<file path="config.mk">
export PLATFORM = sky130hd
export DESIGN_NAME = gpa_port
export DESIGN_NICKNAME = d
export VERILOG_FILES = /design/src/hw/gpa_pkg.sv /design/src/hw/gpa_pin_mux.sv /design/src/hw/gpa_port.sv
export SDC_FILE = /design/constraint.sdc
export NUM_CORES = 1
export LEC_CHECK = 0
export BUFFER_PORTS_ARGS = -buffer_cell sky130_fd_sc_hd__buf_2
export CAP_MARGIN = 0
export CORE_ASPECT_RATIO = 1.4
export CORE_MARGIN = 4
export CORE_UTILIZATION = 50
export DETAILED_ROUTE_END_ITERATION = 8
export GPL_ROUTABILITY_DRIVEN = 0
export MAX_ROUTING_LAYER = met4
export PLACE_DENSITY = 0.8
export SYNTH_ARGS = -nofsm -noshare
export SYNTH_HDL_FRONTEND = slang
export SYNTH_SLANG_ARGS = --single-unit
</file>
<file path="constraint.sdc">
create_clock -name aclk -period 2.2 [get_ports aclk]
set_input_delay 0.11 -clock aclk [delete_from_list [all_inputs] [get_ports aclk]]
set_output_delay 0.11 -clock aclk [all_outputs]
set_load 0.005 [all_outputs]
</file>
<file path="src/hw/gpa_pkg.sv">
// Constants shared by the port A block
package gpa_pkg;
    localparam int PORT_W = 8;
    localparam int ADDR_W = 8;
    localparam int DATA_W = 32;
    localparam logic [7:0] OFS_PIN_DATA = 8'h00;
    localparam logic [7:0] OFS_OUTPUT_ENABLE = 8'h04;
    localparam logic [7:0] OFS_FSEL_FIRST = 8'h08;
    localparam logic [7:0] OFS_FSEL_SECOND = 8'h0C;
    localparam logic [7:0] OFS_OPEN_DRAIN = 8'h28;
    localparam logic [7:0] OFS_PULL_UP = 8'h2C;
    localparam logic [7:0] OFS_PULL_DOWN = 8'h30;
    localparam logic [7:0] OFS_INPUT_ENABLE = 8'h38;
    localparam logic [7:0] OFS_STOP_CONTROL = 8'h40;
    localparam logic [7:0] PORT_RESET = 8'h00;
    localparam logic [7:0] FSEL_SECOND_MASK = 8'hF5;
    localparam logic [7:0] INT_PIN_MASK = 8'h85;
    localparam int STOP_DRIVE_BIT = 0;
    localparam int STOP_STATE_BIT = 1;
    localparam logic [1:0] RESP_OKAY = 2'h0;
    localparam logic [1:0] RESP_SLVERR = 2'h2;
endpackage

</file>
<file path="src/hw/gpa_pin_mux.sv">
// Per-pin function selection, drive and input gating
`timescale 1ns/1ns
module gpa_pin_mux (
    input wire logic [gpa_pkg::PORT_W-1:0] data_bits,
    input wire logic [gpa_pkg::PORT_W-1:0] oe_ctrl,
    input wire logic [gpa_pkg::PORT_W-1:0] fsel_first,
    input wire logic [gpa_pkg::PORT_W-1:0] fsel_second,
    input wire logic [gpa_pkg::PORT_W-1:0] open_drain,
    input wire logic [gpa_pkg::PORT_W-1:0] in_enable,
    input wire logic drive_in_stop,
    input wire logic stop_mode,
    input wire logic [gpa_pkg::PORT_W-1:0] alt_first_out,
    input wire logic [gpa_pkg::PORT_W-1:0] alt_second_out,
    output logic [gpa_pkg::PORT_W-1:0] out_next,
    output logic [gpa_pkg::PORT_W-1:0] oe_next,
    output logic [gpa_pkg::PORT_W-1:0] in_active,
    output logic [gpa_pkg::PORT_W-1:0] int_active
);
    wire stop_cut;

    assign stop_cut = stop_mode & ~drive_in_stop;

    for (genvar i = 0; i < gpa_pkg::PORT_W; i++) begin : g_pin
        wire sel_val;
        // Alternate function wins over port data
        assign sel_val = fsel_first[i] ? alt_first_out[i] : (fsel_second[i] ? alt_second_out[i] : data_bits[i]);
        assign out_next[i] = sel_val;
        // Open drain releases the pin for a high level
        assign oe_next[i] = oe_ctrl[i] & ~stop_cut & ~(open_drain[i] & sel_val);
        assign in_active[i] = in_enable[i] & ~stop_cut;
        // Interrupt pins pass regardless of function select outside stop
        assign int_active[i] = in_enable[i] & gpa_pkg::INT_PIN_MASK[i]
            & (~stop_mode | drive_in_stop | fsel_second[i]);
    end
endmodule

</file>
<file path="src/hw/gpa_port.sv">
// General-purpose port A with AXI4-Lite register access
`timescale 1ns/1ns
//
// Notes on behaviour
// - Eight pins, each independently an input or an output.
// - Data register holds output values and reads back port values on input-enabled pins, its own bits on the others.
// - A pin drives only while its output enable bit is set.
// - A one in a function select bit routes the pin to its alternate function.
// - Two select bits per pin, the second held at zero on pins 1 and 3; both zero means general-purpose port.
// - Open-drain bit disables the output buffer for high levels.
// - Separate pull-up and pull-down enables per pin.
// - Input enable gates sampling; all inputs off after reset.
// - Reset leaves every pin a port with input, output and pulls off.
// - Stop with drive bit one keeps enabled inputs and outputs working.
// - Stop with drive bit zero turns off inputs and outputs.
// - Enabled interrupt pins with the second select bit set keep their input alive in stop.
// - Outside stop, enabled interrupt inputs pass regardless of function select.
// - Registers decode at fixed offsets from the port base.
// - Output enable bit zero disables, one enables.
module gpa_port (
    input wire logic aclk,
    input wire logic aresetn,
    input wire logic [gpa_pkg::ADDR_W-1:0] s_axi_awaddr,
    input wire logic s_axi_awvalid,
    output logic s_axi_awready,
    input wire logic [gpa_pkg::DATA_W-1:0] s_axi_wdata,
    input wire logic [3:0] s_axi_wstrb,
    input wire logic s_axi_wvalid,
    output logic s_axi_wready,
    output logic [1:0] s_axi_bresp,
    output logic s_axi_bvalid,
    input wire logic s_axi_bready,
    input wire logic [gpa_pkg::ADDR_W-1:0] s_axi_araddr,
    input wire logic s_axi_arvalid,
    output logic s_axi_arready,
    output logic [gpa_pkg::DATA_W-1:0] s_axi_rdata,
    output logic [1:0] s_axi_rresp,
    output logic s_axi_rvalid,
    input wire logic s_axi_rready,
    input wire logic stop_mode,
    input wire logic [gpa_pkg::PORT_W-1:0] pin_in,
    output logic [gpa_pkg::PORT_W-1:0] pin_out,
    output logic [gpa_pkg::PORT_W-1:0] pin_oe,
    output logic [gpa_pkg::PORT_W-1:0] pull_up_en,
    output logic [gpa_pkg::PORT_W-1:0] pull_down_en,
    input wire logic [gpa_pkg::PORT_W-1:0] alt_first_out,
    input wire logic [gpa_pkg::PORT_W-1:0] alt_second_out,
    output logic [gpa_pkg::PORT_W-1:0] alt_first_in,
    output logic [gpa_pkg::PORT_W-1:0] alt_second_in,
    output logic [gpa_pkg::PORT_W-1:0] ext_int_in
);
    ////////////////////////////////////////////////////////////////////////////
    // Declarations
    logic [7:0] data_reg;
    logic [7:0] output_enable_reg;
    logic [7:0] fsel_first_reg;
    logic [7:0] fsel_second_reg;
    logic [7:0] open_drain_reg;
    logic [7:0] pull_up_reg;
    logic [7:0] pull_down_reg;
    logic [7:0] input_enable_reg;
    logic drive_stop_reg;
    logic [7:0] sample_reg;
    logic aw_full_reg;
    logic w_full_reg;
    logic [7:0] aw_addr_reg;
    logic [31:0] w_data_reg;
    logic w_strb0_reg;
    logic awready_reg;
    logic wready_reg;
    logic bvalid_reg;
    logic [1:0] bresp_reg;
    logic arready_reg;
    logic rvalid_reg;
    logic [31:0] rdata_reg;
    logic [1:0] rresp_reg;
    logic [7:0] pin_out_reg;
    logic [7:0] pin_oe_reg;
    logic [7:0] alt_first_in_reg;
    logic [7:0] alt_second_in_reg;
    logic [7:0] ext_int_reg;
    wire [7:0] out_next;
    wire [7:0] oe_next;
    wire [7:0] in_active;
    wire [7:0] int_active;

    ////////////////////////////////////////////////////////////////////////////
    // Write channel handshake
    wire aw_take;
    wire w_take;
    wire do_write;
    wire aw_full_next;
    wire w_full_next;
    wire bvalid_next;
    wire wr_byte0;
    wire wr_hit;

    assign aw_take = s_axi_awvalid & awready_reg;
    assign w_take = s_axi_wvalid & wready_reg;
    assign do_write = aw_full_reg & w_full_reg & ~bvalid_reg;
    assign aw_full_next = aw_take | (aw_full_reg & ~do_write);
    assign w_full_next = w_take | (w_full_reg & ~do_write);
    assign bvalid_next = do_write | (bvalid_reg & ~s_axi_bready);
    assign wr_byte0 = do_write & w_strb0_reg;

    // Write decode
    wire wr_data;
    wire wr_oe;
    wire wr_fs1;
    wire wr_fs2;
    wire wr_od;
    wire wr_pu;
    wire wr_pd;
    wire wr_ie;
    wire wr_stop;

    assign wr_data = wr_byte0 && aw_addr_reg == gpa_pkg::OFS_PIN_DATA;
    assign wr_oe = wr_byte0 && aw_addr_reg == gpa_pkg::OFS_OUTPUT_ENABLE;
    assign wr_fs1 = wr_byte0 && aw_addr_reg == gpa_pkg::OFS_FSEL_FIRST;
    assign wr_fs2 = wr_byte0 && aw_addr_reg == gpa_pkg::OFS_FSEL_SECOND;
    assign wr_od = wr_byte0 && aw_addr_reg == gpa_pkg::OFS_OPEN_DRAIN;
    assign wr_pu = wr_byte0 && aw_addr_reg == gpa_pkg::OFS_PULL_UP;
    assign wr_pd = wr_byte0 && aw_addr_reg == gpa_pkg::OFS_PULL_DOWN;
    assign wr_ie = wr_byte0 && aw_addr_reg == gpa_pkg::OFS_INPUT_ENABLE;
    assign wr_stop = wr_byte0 && aw_addr_reg == gpa_pkg::OFS_STOP_CONTROL;
    assign wr_hit = aw_addr_reg == gpa_pkg::OFS_PIN_DATA || aw_addr_reg == gpa_pkg::OFS_OUTPUT_ENABLE
        || aw_addr_reg == gpa_pkg::OFS_FSEL_FIRST || aw_addr_reg == gpa_pkg::OFS_FSEL_SECOND
        || aw_addr_reg == gpa_pkg::OFS_OPEN_DRAIN || aw_addr_reg == gpa_pkg::OFS_PULL_UP
        || aw_addr_reg == gpa_pkg::OFS_PULL_DOWN || aw_addr_reg == gpa_pkg::OFS_INPUT_ENABLE
        || aw_addr_reg == gpa_pkg::OFS_STOP_CONTROL;

    always_ff @(posedge aclk) begin
        if (!aresetn) begin
            aw_full_reg <= 1'b0;
            w_full_reg <= 1'b0;
            awready_reg <= 1'b0;
            wready_reg <= 1'b0;
            bvalid_reg <= 1'b0;
            bresp_reg <= gpa_pkg::RESP_OKAY;
        end else begin
            aw_full_reg <= aw_full_next;
            w_full_reg <= w_full_next;
            awready_reg <= ~aw_full_next & ~bvalid_next;
            wready_reg <= ~w_full_next & ~bvalid_next;
            bvalid_reg <= bvalid_next;
            if (do_write) begin
                bresp_reg <= wr_hit ? gpa_pkg::RESP_OKAY : gpa_pkg::RESP_SLVERR;
            end
        end
    end

    always_ff @(posedge aclk) begin
        if (!aresetn) begin
            aw_addr_reg <= 8'h00;
            w_data_reg <= 32'h00000000;
            w_strb0_reg <= 1'b0;
        end else begin
            if (aw_take) begin
                aw_addr_reg <= {s_axi_awaddr[7:2], 2'b00};
            end
            if (w_take) begin
                w_data_reg <= s_axi_wdata;
                w_strb0_reg <= s_axi_wstrb[0];
            end
        end
    end

    ////////////////////////////////////////////////////////////////////////////
    // Read channel
    wire ar_take;
    wire rvalid_next;
    wire [7:0] rd_addr;
    wire [7:0] data_view;
    wire [7:0] stop_view;
    logic [7:0] rd_byte;
    logic rd_hit;

    assign ar_take = s_axi_arvalid & arready_reg;
    assign rvalid_next = ar_take | (rvalid_reg & ~s_axi_rready);
    assign rd_addr = {s_axi_araddr[7:2], 2'b00};
    assign data_view = (input_enable_reg & sample_reg) | (~input_enable_reg & data_reg);
    assign stop_view = {6'h00, stop_mode, drive_stop_reg};

    always_comb begin
        rd_hit = 1'b1;
        case (rd_addr)
            gpa_pkg::OFS_PIN_DATA: rd_byte = data_view;
            gpa_pkg::OFS_OUTPUT_ENABLE: rd_byte = output_enable_reg;
            gpa_pkg::OFS_FSEL_FIRST: rd_byte = fsel_first_reg;
            gpa_pkg::OFS_FSEL_SECOND: rd_byte = fsel_second_reg;
            gpa_pkg::OFS_OPEN_DRAIN: rd_byte = open_drain_reg;
            gpa_pkg::OFS_PULL_UP: rd_byte = pull_up_reg;
            gpa_pkg::OFS_PULL_DOWN: rd_byte = pull_down_reg;
            gpa_pkg::OFS_INPUT_ENABLE: rd_byte = input_enable_reg;
            gpa_pkg::OFS_STOP_CONTROL: rd_byte = stop_view;
            default: begin
                rd_byte = 8'h00;
                rd_hit = 1'b0;
            end
        endcase
    end

    always_ff @(posedge aclk) begin
        if (!aresetn) begin
            arready_reg <= 1'b0;
            rvalid_reg <= 1'b0;
            rdata_reg <= 32'h00000000;
            rresp_reg <= gpa_pkg::RESP_OKAY;
        end else begin
            arready_reg <= ~rvalid_next;
            rvalid_reg <= rvalid_next;
            if (ar_take) begin
                rdata_reg <= {24'h000000, rd_byte};
                rresp_reg <= rd_hit ? gpa_pkg::RESP_OKAY : gpa_pkg::RESP_SLVERR;
            end
        end
    end

    ////////////////////////////////////////////////////////////////////////////
    // Port registers
    always_ff @(posedge aclk) begin
        if (!aresetn) begin
            data_reg <= gpa_pkg::PORT_RESET;
            output_enable_reg <= gpa_pkg::PORT_RESET;
            fsel_first_reg <= gpa_pkg::PORT_RESET;
            fsel_second_reg <= gpa_pkg::PORT_RESET;
            open_drain_reg <= gpa_pkg::PORT_RESET;
            pull_up_reg <= gpa_pkg::PORT_RESET;
            pull_down_reg <= gpa_pkg::PORT_RESET;
            input_enable_reg <= gpa_pkg::PORT_RESET;
            drive_stop_reg <= 1'b0;
        end else begin
            if (wr_data) begin
                data_reg <= w_data_reg[7:0];
            end
            if (wr_oe) begin
                output_enable_reg <= w_data_reg[7:0];
            end
            if (wr_fs1) begin
                fsel_first_reg <= w_data_reg[7:0];
            end
            if (wr_fs2) begin
                fsel_second_reg <= w_data_reg[7:0] & gpa_pkg::FSEL_SECOND_MASK;
            end
            if (wr_od) begin
                open_drain_reg <= w_data_reg[7:0];
            end
            if (wr_pu) begin
                pull_up_reg <= w_data_reg[7:0];
            end
            if (wr_pd) begin
                pull_down_reg <= w_data_reg[7:0];
            end
            if (wr_ie) begin
                input_enable_reg <= w_data_reg[7:0];
            end
            if (wr_stop) begin
                drive_stop_reg <= w_data_reg[gpa_pkg::STOP_DRIVE_BIT];
            end
        end
    end

    ////////////////////////////////////////////////////////////////////////////
    // Pin logic
    gpa_pin_mux u_pin_mux (
        .data_bits(data_reg),
        .oe_ctrl(output_enable_reg),
        .fsel_first(fsel_first_reg),
        .fsel_second(fsel_second_reg),
        .open_drain(open_drain_reg),
        .in_enable(input_enable_reg),
        .drive_in_stop(drive_stop_reg),
        .stop_mode(stop_mode),
        .alt_first_out(alt_first_out),
        .alt_second_out(alt_second_out),
        .out_next(out_next),
        .oe_next(oe_next),
        .in_active(in_active),
        .int_active(int_active)
    );

    // Registered pin and peripheral signals, one bit per pin
    always_ff @(posedge aclk) begin
        if (!aresetn) begin
            pin_out_reg <= 8'h00;
            pin_oe_reg <= 8'h00;
            sample_reg <= 8'h00;
            alt_first_in_reg <= 8'h00;
            alt_second_in_reg <= 8'h00;
            ext_int_reg <= 8'h00;
        end else begin
            pin_out_reg <= out_next;
            pin_oe_reg <= oe_next;
            sample_reg <= pin_in & in_active;
            alt_first_in_reg <= pin_in & in_active & fsel_first_reg;
            alt_second_in_reg <= pin_in & in_active & fsel_second_reg;
            ext_int_reg <= pin_in & int_active;
        end
    end

    ////////////////////////////////////////////////////////////////////////////
    // Outputs
    assign s_axi_awready = awready_reg;
    assign s_axi_wready = wready_reg;
    assign s_axi_bvalid = bvalid_reg;
    assign s_axi_bresp = bresp_reg;
    assign s_axi_arready = arready_reg;
    assign s_axi_rvalid = rvalid_reg;
    assign s_axi_rdata = rdata_reg;
    assign s_axi_rresp = rresp_reg;
    assign pin_out = pin_out_reg;
    assign pin_oe = pin_oe_reg;
    assign pull_up_en = pull_up_reg;
    assign pull_down_en = pull_down_reg;
    assign alt_first_in = alt_first_in_reg;
    assign alt_second_in = alt_second_in_reg;
    assign ext_int_in = ext_int_reg;
endmodule

</file>
==> summary.txt <==
outcome - finished clean
source-to-sink clock delay at the later pin of the worst-skew pair - 0.42 ns
transition time at the pin with the least slew margin - 0.6342 ns
total length of routed wires - 16.46 mm
number of synthesized register bits - 136
average size of a mapped cell - 9.128 um2
Post-Route Utilization - 65.37%
antenna-violating nets left - 0
cts bufs inserted - 17
CP endpoint kind - flop
Via-to-Cell Ratio - 5.506
sequential area share after synthesis - 46.90%
cell accounting for the most synthesized area - sky130_fd_sc_hd__dfxtp_1
post-synth cell types - 55
most common cell in the netlist - sky130_fd_sc_hd__dfxtp_1
layout cell share with drive strength beyond 1 - 24.25%
die extent in x - 99.07 um
combined area of all synthesized cells - 5806 um2
gate count after technology mapping - 636
Final Critical Period - 2.052 ns
post-synthesis async set-or-reset flop share - 0%
TritonCTS clock tree - built
# nets final - 871
final setup violation count - 0
area grow syn2layout - 27.67%
FMAX - 487.2 MHz
H-tree depth - 4
Root Buffer - sky130_fd_sc_hd__clkbuf_16
total of max-cap violations - 0
area fraction of the dominant cell type after synthesis - 46.90%
die boundary height - 135.5 um
standby leakage power - 3.011 nW
via count - 5198
setup repair after global routing missed its margin - false
Max FO, Critical Path - 16
fraction of power spent switching nets - 22.18%
number of rows in the core area - 46
warnings from Yosys - 0
IO buf count - 114
largest cells by area after synthesis - sky130_fd_sc_hd__dfxtp_1, sky130_fd_sc_hd__mux2i_1, sky130_fd_sc_hd__nand2_1
diodes inserted - 0
DRC marker count from the first detailed-route iteration - 389
worst-case headroom to the max-slew limit - 57.72%
most numerous cell types in the synthesized netlist - sky130_fd_sc_hd__dfxtp_1, sky130_fd_sc_hd__nand2_1, sky130_fd_sc_hd__mux2i_1
starting density of the core - 51.20%
wire length of the first global-routing pass - 25.67 mm
HPWL after detailed placement - 11.21 mm
worst IR drop on VDD - 0.4752 mV
data required time at the worst endpoint - 2.51 ns
via count of the first global-routing pass - 5114
register clock-pin slew on the reported worst setup and hold paths - 0.06 ns
Seq pwr share - 43.8%
aggregate global routing overflow - 0
setup total negative slack - 0 ns
gr usage total - 25.11%
power spent charging and discharging nets - 1.279 mW
number of flops mapped to enable cells by yosys - 0
I/O pins - 181
DIE AREA - 13420 um2
maximum number of pins on one net before global-route repair - 50
class of the tightest hold or removal check - in2reg
ys flop type - sky130_fd_sc_hd__dfxtp_1
kind of start point of the critical path - flop
combinational power share - 5.5%
cell-internal power - 4.487 mW
TritonCTS Sinks - 136
critical path arrival - 2.36 ns
average wire per standard cell - 17.43 um
clock network fraction of design power - 50.8%
number of detailed-routing iterations run before antenna repair - 6
Final Hold Vio Count - 0
initial antenna violation count - 0
placeable core area - 11340 um2
power density cells - 777.8 nW/um2
Slew Viols, Final - 0
Worst Setup Path Type - reg2reg
maximum number of buffers from clock root to sink - 2
worst-case clock skew - 0.009746 ns
Remaining DRCs - 0
number of fill cells - 915
final period utilization - 93.29%
metrics by stage:
step / power, mW / setup WS (ns) / cells / cell area [um2] / hold slack [ns]
after floorplan: 2.761 / 0.2299 / 668 / 5926 / 0.2460
after global placement: 2.831 / 0.2216 / 880 / 6475 / 0.3571
after detailed placement: 2.838 / 0.1853 / 880 / 6475 / 0.3593
after CTS: 5.781 / 0.1580 / 944 / 7412 / 0.006184
after global routing: 5.936 / 0.09433 / 944 / 7412 / 0.03754
final: 5.765 / 0.1476 / 944 / 7412 / 0.01952
power by group through the flow:
stage               clock network [mW]  registers, mW  logic (mW)
finish                            2.93           2.52       0.315
global route                      3.07           2.53       0.341
CTS                               2.95           2.52       0.307
detailed placement                   0           2.58       0.261
global placement                     0           2.57       0.256
floorplan                            0           2.56       0.198
per-layer routing:
metal | vias up | routed length (um) | global-route usage (%)
met1 | 2393 | 6055 | 27.14
met4 | 0 | 658 | 12.76
met2 | 281 | 8374 | 42.83
li1 | 2470 | - | -
met5 | - | 0 | -
met3 | 54 | 1366 | 5.822
repair_timing:
item / in CTS / in global routing
buffers inserted: 0 / 0
endpoints found under the setup margin: 0 / 0
gates resized for setup: 0 / 0
hold buffers: 32 / 0
endpoints found under the hold margin: 32 / 0
logic make-up after synthesis:
family	share of synthesized area, %
flops	46.90
other cells	0.06459
buf+inv	7.478
mux	11.64
compound gates	10.30
simple gates	23.62
worst max-delay path: stages (launching register included):
cell and delay, ns:
sky130_fd_sc_hd__dfxtp_1 0.43, sky130_fd_sc_hd__or4b_4 0.54, sky130_fd_sc_hd__or4_1 0.48, sky130_fd_sc_hd__buf_4 0.22, sky130_fd_sc_hd__a31o_2 0.26
final cells by class:
| class | instances | area (um2) | share of cell area (%) |
|---|---|---|---|
| Clock buffer | 21 | 470.5 | 6.347 |
| Clock inverter | 11 | 146.4 | 1.975 |
| Timing Repair Buffer | 170 | 1084 | 14.62 |
| Multi-Input combinational cell | 453 | 2775 | 37.44 |
| Sequential cell | 136 | 2723 | 36.73 |
| Tap cell | 144 | 180.2 | 2.431 |
| Inverter | 9 | 33.78 | 0.4558 |
worst paths after layout:
path | startpoint | endpoint | slack, ns | cells past startpoint
max | aw_addr_reg[3] | open_drain_reg[1] | 0.15 | 4
min | alt_first_out[5] | pin_oe[5] | 0.02 | 4
max reg2reg | aw_addr_reg[3] | open_drain_reg[1] | 0.15 | 4
min reg2reg | output_enable_reg[5] | pin_oe[5] | 0.46 | 2
layout by cell type (no fill, tap or decap), types with 5 or more instances in the layout:
cell / synthesis / final
sky130_fd_sc_hd__buf_2: 5 / 114
sky130_fd_sc_hd__clkbuf_16: 0 / 17
sky130_fd_sc_hd__o211a_1: 5 / 5
sky130_fd_sc_hd__inv_1: 9 / 9
sky130_fd_sc_hd__a221oi_1: 9 / 9
sky130_fd_sc_hd__nand3_1: 51 / 51
sky130_fd_sc_hd__and2_1: 24 / 24
sky130_fd_sc_hd__nor2b_1: 5 / 5
sky130_fd_sc_hd__mux2_2: 12 / 12
sky130_fd_sc_hd__o21ai_0: 29 / 29
sky130_fd_sc_hd__mux2i_1: 54 / 54
sky130_fd_sc_hd__a21oi_1: 26 / 26
sky130_fd_sc_hd__and4_1: 8 / 8
sky130_fd_sc_hd__buf_4: 33 / 23
sky130_fd_sc_hd__nand2_1: 100 / 100
sky130_fd_sc_hd__dlygate4sd3_1: 0 / 32
sky130_fd_sc_hd__dfxtp_1: 136 / 136
sky130_fd_sc_hd__and3_1: 10 / 10
sky130_fd_sc_hd__nor2_1: 30 / 30
sky130_fd_sc_hd__conb_1: 1 / 33
sky130_fd_sc_hd__clkinvlp_4: 0 / 5
(Power assumes the default switching activity.)
